<file path="src/hdl/elg_regs.svh">
// Encodings, field positions, cycle lengths and reset values
`ifndef ELG_REGS_SVH
`define ELG_REGS_SVH
`define ELG_T_FETCH     3'h4
`define ELG_T_MEM       3'h3
`define ELG_T_ADDR      3'h5
`define ELG_PFX_FIRST   8'hdd
`define ELG_PFX_SECOND  8'hfd
`define ELG_OP_IMM_MEM  8'h36
`define ELG_OP_HALT     8'h76
`define ELG_GRP_HI      7
`define ELG_GRP_LO      6
`define ELG_DST_HI      5
`define ELG_DST_LO      3
`define ELG_SRC_HI      2
`define ELG_SRC_LO      0
`define ELG_GRP_COPY    2'h1
`define ELG_GRP_IMM     2'h0
`define ELG_FLD_MEM     3'h6
`define ELG_FLD_H       3'h4
`define ELG_FLD_L       3'h5
`define ELG_PC_RESET    16'h0000
`define ELG_REG_RESET   8'h00
`endif

</file>
<file path="src/hdl/elg_pkg.sv">
// Types shared by the eight-bit transfer group core
package elg_pkg;
  typedef enum logic [2:0] {
    ELG_ST_FETCH,
    ELG_ST_IMM,
    ELG_ST_DISP,
    ELG_ST_ADDR,
    ELG_ST_MRD,
    ELG_ST_MWR
  } elg_state_t;

  typedef enum logic [1:0] {
    ELG_PFX_NONE,
    ELG_PFX_IDX1,
    ELG_PFX_IDX2
  } elg_pfx_t;

  typedef struct packed {
    logic [15:0] addr;
    logic        rd;
    logic        wr;
    logic [7:0]  wdata;
  } elg_bus_t;

  typedef struct packed {
    logic done;
    logic unsupported;
  } elg_status_t;
endpackage

</file>
<file path="src/hdl/elg_core.sv">
// Fetch, decode and execute core for the eight-bit transfer_op group
// Notes on behaviour
// RQ1 - Register copy takes one 4-clock machine cycle; flags untouched.
// RQ2 - Register fields: A=111, B=000, C=001, D=010, E=011, H=100, L=101.
// RQ3 - Immediate register load uses the next byte; cycles of 4 and 3.
// RQ4 - Load from pointer_pair address into register; cycles of 4 and 3.
// RQ5 - DD prefix: load from index_reg_first plus displacement; 19 clocks.
// RQ6 - FD prefix: load from index_reg_second plus displacement; 4,4,3,5,3.
// RQ7 - Store register to pointer_pair address; cycles of 4 and 3.
// RQ8 - DD prefix: store to index_reg_first plus displacement; 4,4,3,5,3.
// RQ9 - FD prefix: store to index_reg_second plus displacement; 19 clocks.
// RQ10 - Opcode 36 unprefixed stores immediate byte at pointer_pair; 4,3,3.
// RQ11 - One T state per clock; first machine cycle lasts four clocks.
// RQ12 - Field value 110 means memory operand, not a register.
// RQ13 - Prefixed forms reuse unprefixed layout; displacement is third byte.
`include "elg_regs.svh"

module elg_core
  import elg_pkg::*;
(
  // Clock, reset, enable
  input  wire logic              clock_in,
  input  wire logic              reset_in,
  input  wire logic              ce_in,
  // Memory bus
  input  wire logic [7:0]        mem_rdata_in,
  output elg_bus_t               mem_req_out,
  // Index registers held elsewhere in the processor
  input  wire logic [15:0]       index_reg_first_in,
  input  wire logic [15:0]       index_reg_second_in,
  // Architectural state and status
  output logic [7:0][7:0]        regs_out,
  output logic [15:0]            pc_out,
  output elg_status_t            status_out
);

  elg_state_t        state_q, state_d;
  elg_pfx_t          pfx_q, pfx_d;
  logic [2:0]        t_q, t_d;
  logic [7:0]        op_q, op_d;
  logic [15:0]       ea_q, ea_d;
  logic [15:0]       pc_q, pc_d;
  logic [7:0][7:0]   regs_q, regs_d;
  elg_bus_t          bus_q, bus_d;
  elg_status_t       stat_q, stat_d;

  logic [2:0]        cyc_len;
  logic              last_t;
  logic [2:0]        fdst;
  logic [2:0]        fsrc;
  logic [1:0]        fgrp;
  logic [2:0]        odst;
  logic [2:0]        osrc;
  logic [15:0]       pointer_pair;
  logic [15:0]       idx_base;
  logic [15:0]       disp_ext;
  // Single register write port, applied per entry below
  logic              wr_en;
  logic [2:0]        wr_sel;
  logic [7:0]        wr_data;

  assign fdst         = mem_rdata_in[`ELG_DST_HI:`ELG_DST_LO];
  assign fsrc         = mem_rdata_in[`ELG_SRC_HI:`ELG_SRC_LO];
  assign fgrp         = mem_rdata_in[`ELG_GRP_HI:`ELG_GRP_LO];
  assign odst         = op_q[`ELG_DST_HI:`ELG_DST_LO];
  assign osrc         = op_q[`ELG_SRC_HI:`ELG_SRC_LO];
  assign pointer_pair = {regs_q[`ELG_FLD_H], regs_q[`ELG_FLD_L]};
  assign idx_base     = (pfx_q == ELG_PFX_IDX2) ? index_reg_second_in
                                                : index_reg_first_in;
  // Displacement byte is two's complement
  assign disp_ext     = {{8{mem_rdata_in[7]}}, mem_rdata_in};

  // RQ11 machine cycle lengths
  always_comb
  begin
    case (state_q)
      ELG_ST_FETCH: cyc_len = `ELG_T_FETCH;
      ELG_ST_ADDR:  cyc_len = `ELG_T_ADDR;
      default:      cyc_len = `ELG_T_MEM;
    endcase
  end

  // t_q counts T states from zero within each machine cycle
  assign last_t = (t_q == cyc_len - 3'h1);

  // Register file entries; field 110 is memory, so entry 6 never loads
  for (genvar gi = 0; gi < 8; gi++)
  begin : g_reg
    assign regs_d[gi] = (wr_en && wr_sel == 3'(gi)) ? wr_data : regs_q[gi];
  end

  // Sequencer and datapath next values
  always_comb
  begin
    state_d = state_q;
    pfx_d   = pfx_q;
    t_d     = last_t ? 3'h0 : t_q + 3'h1;
    op_d    = op_q;
    ea_d    = ea_q;
    pc_d    = pc_q;
    wr_en   = 1'b0;
    wr_sel  = 3'h0;
    wr_data = 8'h00;
    stat_d  = '0;
    if (last_t)
    begin
      case (state_q)
        ELG_ST_FETCH:
        begin
          pc_d  = pc_q + 16'h0001;
          op_d  = mem_rdata_in;
          state_d = ELG_ST_FETCH;
          pfx_d   = ELG_PFX_NONE;
          // A prefix is a whole fetch of its own but raises no done
          // RQ5 first prefix recognised
          if (mem_rdata_in == `ELG_PFX_FIRST)
          begin
            pfx_d = ELG_PFX_IDX1;
          end
          // RQ6 second prefix recognised
          else if (mem_rdata_in == `ELG_PFX_SECOND)
          begin
            pfx_d = ELG_PFX_IDX2;
          end
          else if (fgrp == `ELG_GRP_COPY && mem_rdata_in != `ELG_OP_HALT)
          begin
            // RQ12 memory field selects memory forms
            if (fsrc == `ELG_FLD_MEM || fdst == `ELG_FLD_MEM)
            begin
              pfx_d = pfx_q;
              if (pfx_q != ELG_PFX_NONE)
              begin
                // RQ13 displacement follows the opcode
                state_d = ELG_ST_DISP;
              end
              else
              begin
                // RQ4 RQ7 address from pointer pair
                ea_d    = pointer_pair;
                state_d = (fsrc == `ELG_FLD_MEM) ? ELG_ST_MRD : ELG_ST_MWR;
              end
            end
            else if (pfx_q == ELG_PFX_NONE)
            begin
              // RQ1 RQ2 register copy, flags untouched
              wr_en          = 1'b1;
              wr_sel         = fdst;
              wr_data        = regs_q[fsrc];
              stat_d.done    = 1'b1;
            end
            else
            begin
              stat_d.unsupported = 1'b1;
              stat_d.done        = 1'b1;
            end
          end
          else if (fgrp == `ELG_GRP_IMM && fsrc == `ELG_FLD_MEM &&
                   (pfx_q == ELG_PFX_NONE || fdst != `ELG_FLD_MEM))
          begin
            // RQ3 RQ10 immediate byte follows
            ea_d    = pointer_pair;
            state_d = ELG_ST_IMM;
          end
          else
          begin
            // Anything outside the group completes as a no-op
            stat_d.unsupported = 1'b1;
            stat_d.done        = 1'b1;
          end
        end
        ELG_ST_IMM:
        begin
          pc_d = pc_q + 16'h0001;
          if (op_q == `ELG_OP_IMM_MEM)
          begin
            // RQ10 immediate byte written to pointer pair address
            op_d    = mem_rdata_in;
            state_d = ELG_ST_MWR;
          end
          else
          begin
            // RQ3 immediate into register
            wr_en        = 1'b1;
            wr_sel       = odst;
            wr_data      = mem_rdata_in;
            stat_d.done  = 1'b1;
            state_d      = ELG_ST_FETCH;
          end
        end
        ELG_ST_DISP:
        begin
          // RQ5 RQ6 RQ8 RQ9 index plus sign-extended displacement
          pc_d    = pc_q + 16'h0001;
          ea_d    = idx_base + disp_ext;
          state_d = ELG_ST_ADDR;
        end
        ELG_ST_ADDR:
        begin
          // Five idle clocks give the address sum time before the access
          state_d = (osrc == `ELG_FLD_MEM) ? ELG_ST_MRD : ELG_ST_MWR;
        end
        ELG_ST_MRD:
        begin
          // RQ4 RQ5 RQ6 memory byte into register
          wr_en        = 1'b1;
          wr_sel       = odst;
          wr_data      = mem_rdata_in;
          stat_d.done  = 1'b1;
          pfx_d        = ELG_PFX_NONE;
          state_d      = ELG_ST_FETCH;
        end
        ELG_ST_MWR:
        begin
          stat_d.done = 1'b1;
          pfx_d       = ELG_PFX_NONE;
          state_d     = ELG_ST_FETCH;
        end
        default:
        begin
          pfx_d   = ELG_PFX_NONE;
          state_d = ELG_ST_FETCH;
        end
      endcase
    end
  end

  // Bus request for the machine cycle being entered; held for all of it
  always_comb
  begin
    bus_d       = bus_q;
    if (last_t)
    begin
      bus_d.rd    = 1'b0;
      bus_d.wr    = 1'b0;
      bus_d.addr  = pc_d;
      case (state_d)
        ELG_ST_FETCH,
        ELG_ST_IMM,
        ELG_ST_DISP:
        begin
          bus_d.rd = 1'b1;
        end
        ELG_ST_MRD:
        begin
          bus_d.rd   = 1'b1;
          bus_d.addr = ea_d;
        end
        ELG_ST_MWR:
        begin
          // RQ7 RQ8 RQ9 RQ10 store data and address
          bus_d.wr    = 1'b1;
          bus_d.addr  = ea_d;
          bus_d.wdata = (state_q == ELG_ST_IMM) ? mem_rdata_in
                                                : regs_q[osrc];
        end
        default:
        begin
          // Address add cycle: no strobe, address parked on the sum
          bus_d.addr = ea_d;
        end
      endcase
      if (state_q == ELG_ST_FETCH && state_d == ELG_ST_MWR)
      begin
        bus_d.wdata = regs_q[fsrc];
      end
    end
  end

  // Register stage; clock enable freezes everything
  always_ff @(posedge clock_in or posedge reset_in)
  begin
    if (reset_in)
    begin
      state_q <= ELG_ST_FETCH;
      pfx_q   <= ELG_PFX_NONE;
      t_q     <= 3'h0;
      op_q    <= 8'h00;
      ea_q    <= 16'h0000;
      pc_q    <= `ELG_PC_RESET;
      regs_q  <= {8{`ELG_REG_RESET}};
      // Reset parks the bus on the opcode fetch at the reset address
      bus_q   <= '{addr: `ELG_PC_RESET, rd: 1'b1, wr: 1'b0, wdata: 8'h00};
      stat_q  <= '0;
    end
    else if (ce_in)
    begin
      state_q <= state_d;
      pfx_q   <= pfx_d;
      t_q     <= t_d;
      op_q    <= op_d;
      ea_q    <= ea_d;
      pc_q    <= pc_d;
      regs_q  <= regs_d;
      bus_q   <= bus_d;
      stat_q  <= stat_d;
    end
  end

  assign mem_req_out = bus_q;
  assign regs_out    = regs_q;
  assign pc_out      = pc_q;
  assign status_out  = stat_q;

endmodule // elg_core

</file>
<file path="config.mk">
export PLATFORM = sky130hd
export DESIGN_NAME = elg_core
export DESIGN_NICKNAME = d
export VERILOG_FILES = /design/src/hdl/elg_pkg.sv /design/src/hdl/elg_core.sv
export VERILOG_INCLUDE_DIRS = /design/src /design/src/hdl
export SDC_FILE = /design/constraint.sdc
export NUM_CORES = 1
export LEC_CHECK = 0
export BUFFER_PORTS_ARGS = -buffer_cell sky130_fd_sc_hd__buf_2
export CORE_UTILIZATION = 40
export DETAILED_ROUTE_END_ITERATION = 10
export PLACE_DENSITY = 0.59
export REMOVE_ABC_BUFFERS = 1
export SKIP_CTS_REPAIR_TIMING = 1
export SYNTH_ARGS = -nofsm -noshare
export SYNTH_HDL_FRONTEND = slang
export SYNTH_SLANG_ARGS = --single-unit
</file>
<file path="constraint.sdc">
create_clock -name clock_in -period 5.8 [get_ports clock_in]
set_clock_uncertainty 0.15 [all_clocks]
set_input_delay 1.16 -clock clock_in [delete_from_list [all_inputs] [get_ports clock_in]]
set_output_delay 1.16 -clock clock_in [all_outputs]
set_load 0.01 [all_outputs]
</file>
==> flow_summary.json <==
{
  "finalSetupViolCount": 0,
  "worstMarginPinSlew_ns": 1.14,
  "muxShareOfSynthArea": 0.227,
  "core_region_area_um2": 21200,
  "endpoint_kind": "register",
  "drcViolationCount": 0,
  "start_util": 0.410,
  "die_area_um2": 22300,
  "ir_worst_vdd_uv": 192,
  "htreeDepth": 4,
  "nets": 1002,
  "critPathMostFrequentCell": "nor4_1",
  "fin_cells": 1229,
  "path_cells": "buf_2, and3b_1, nor4_1, nor4_1, nor4_2, buf_4, or3_1, nand2_1, nor2_1, a211o_1",
  "r2r_slack_ns": 1.82,
  "cts.sinks": 140,
  "syn_inst": 812,
  "antennaDiodeCount": 0,
  "path_clk_slew_ns": 0.06,
  "synthSimpleGateAreaFrac": 0.121,
  "rsz0062_at_grt": "no",
  "clk_latency_ns": 0.43,
  "setup.worst_path.start": "mem_rdata_in[1]",
  "fin_crit_sh": 0.732,
  "vias": 7005,
  "path_delay_family": "simple AND/OR/NAND/NOR gates",
  "timing.slew.headroom": 0.234,
  "finalWirelength_um": 24800,
  "yosys.area.top_type": "dfrtp_1",
  "grt_pass1_wl_um": 38400,
  "io_pins": 151,
  "antenna_found_initial": 0,
  "synth_top_family_by_area": "multiplexers",
  "worst_hold_path_type": "register to register",
  "finalCriticalPeriod_ns": 4.25,
  "drv_slew": 0,
  "synth-compound-area-share": 0.140,
  "wl_met1_um": 11400,
  "cts_tree": "yes",
  "avgRoutedWirePerCell_um": 20.2,
  "synth-main-ff-cell": "dfrtp_1",
  "die_w_um": 149,
  "ys_top_cells_by_area": "dfrtp_1 40%, mux2_2 12%, mux4_2 8.3%",
  "cp_num_buf_inv": 2,
  "synth_xor_xnor_area_share": 0.0475,
  "cts_buffers": 17,
  "io_buffer_count": 150,
  "rows": 53,
  "drive_gt1_frac": 0.352,
  "vias_per_cell": 5.70,
  "hold_viol": 0,
  "crit_cells": 10,
  "seq_area_frac_synth": 0.404,
  "grt-ovfl-total": 0,
  "route.met3.wl_um": 1460,
  "path_class": "input port to register",
  "worstPathRequired_ns": 5.96,
  "dr.pass1.iters": 5,
  "worstHoldStart": "mem_req_out[9]$_DFFE_PP1P_",
  "cpPeakStageDelay_ns": 0.64,
  "whs_path_depth": 2,
  "dr_wl_met2_um": 11600,
  "r2r-end": "regs_out[26]$_DFFE_PP0P_",
  "layout_common_cells": "150 x buf_2, 139 x dfrtp_1, 93 x mux2_2, 84 x nor2_1, 69 x a21oi_1",
  "cellLeakagePower_nw": 4.77,
  "reg2reg_from": "state_q[0]$_DFFE_PP0P_",
  "layout_commonest_cell": "buf_2",
  "seq_area_um2": 3500,
  "cp-start-kind": "input port",
  "status": "completed",
  "grt_pass1_vias": 6668,
  "synth.cell_area_um2": 8670,
  "max_freq_ghz": 0.235,
  "placed_cells": 1197,
  "finalPower_mw": 3.98,
  "syn_to_final_growth_pct": 17.8,
  "tns_ns": 0,
  "synthArstFlopShare": 1.00,
  "die_height_um": 149,
  "yosysWarningCount": 0,
  "crit_fanout": 22,
  "fillers": 1988,
  "cts-root-buf": "clkbuf_16",
  "cts_buffer_depth": 2,
  "drt-initial-drc-count": 564,
  "drt.antenna.violating_nets": 0,
  "synth_cell_type_count": 74,
  "synth_top_area_share": 0.401,
  "cap_violations": 0,
  "p_per_area_nw_per_um2": 390,
  "synth-seq-cells": 140,
  "synth_edf_count": 0,
  "grtUsageTotal": 0.231,
  "slowest_stage": "or3_1",
  "synthAdderAreaFrac": 0.0280,
  "reg2reg_depth": 7,
  "crit_arrival_ns": 4.41,
  "cp-endpoint": "mem_req_out[17]$_DFFE_PP0P_",
  "highest_layer": "met4",
  "syn-mean-instance-area_um2": 10.7,
  "multi_input_area_um2": 4890,
  "place_hpwl_um": 18000,
  "place_congestion": 0.891,
  "grt_max_degree": 105
}
[sequential cells by signal (all words and copies together) (netlist names)]
| name | flops |
|---|---|
| mem_req_out | 26 |
| t_q | 3 |
| ea_q | 16 |
| pc_out | 16 |
| pfx_q | 2 |
| op_q | 8 |
| regs_out | 64 |
| status_out | 2 |
| state_q | 3 |
[worst register-to-register path: stages, from the launching register on]
cell and delay, ns:
dfrtp_1 0.68, nor3_2 0.41, nor3b_2 0.39, and3_1 0.56
a22o_1 0.44, inv_1 0.10, or4_1 0.72, mux2_1 0.40
[power by group]
group / switching, mW / total, mW / internal (mW)
clock network: 0.481 / 1.09 / 0.606
logic: 0.882 / 1.52 / 0.638
registers: 0.225 / 1.38 / 1.15
[cell type report]
type	count	area share
Multi-Input combinational cell	606	0.479
Sequential cell	140	0.343
Timing Repair Buffer	162	0.0823
Clock buffer	17	0.0416
Tap cell	275	0.0337
Clock inverter	15	0.0148
Inverter	14	0.00563
[how the worst min path moves through the flow]
stage                                 end  slack (ns)
4_1_cts        mem_req_out[9]$_DFFE_PP1P_        0.33
3_3_place_gp          op_q[6]$_DFFE_PP0P_        0.32
3_5_place_dp   mem_req_out[9]$_DFFE_PP1P_        0.32
5_1_grt        mem_req_out[9]$_DFFE_PP1P_        0.37
2_1_floorplan         op_q[6]$_DFFE_PP0P_        0.29
6_report       mem_req_out[9]$_DFFE_PP1P_        0.33
[cells in the mapped netlist (16+ instances only)]
cell type and number:
buf_2 16, mux2_2 93, dfrtp_1 139, a21oi_1 69, nor3_1 21, xor2_1 18
nor2_1 84, nand2_1 41, clkbuf_1 27, ha_1 17, mux4_2 32, xnor2_1 29
o21ai_0 34
[metrics by stage]
| stage | setup slack [ns] | utilization | hold slack [ns] | instance area, µm² |
|---|---|---|---|---|
| after CTS | 1.62 | 0.483 | 0.333 | 10200 |
| after detailed placement | 1.16 | 0.456 | 0.324 | 9640 |
| after global placement | 1.25 | 0.456 | 0.318 | 9640 |
| final | 1.55 | 0.483 | 0.334 | 10200 |
| after global routing | 1.30 | 0.483 | 0.366 | 10200 |
| after floorplan | 0.739 | - | 0.292 | 8450 |
[layer usage]
| layer | up-vias | global-route usage |
|---|---|---|
| li1 | 3289 | - |
| met1 | 3433 | 0.327 |
| met2 | 247 | 0.355 |
| met3 | 36 | 0.0462 |
| met4 | 0 | 0.0714 |
| met5 | - | 0 |
[kinds of logic after synthesis]
family                     after synthesis
and+or+nand+nor                        215
AOI/OAI and AO/OA                      181
muxes                                  144
DFF                                    140
buffers and inverters                   66
xor gates and xnor gates                47
adders and majority gates               19
(Power assumes the default switching activity.)
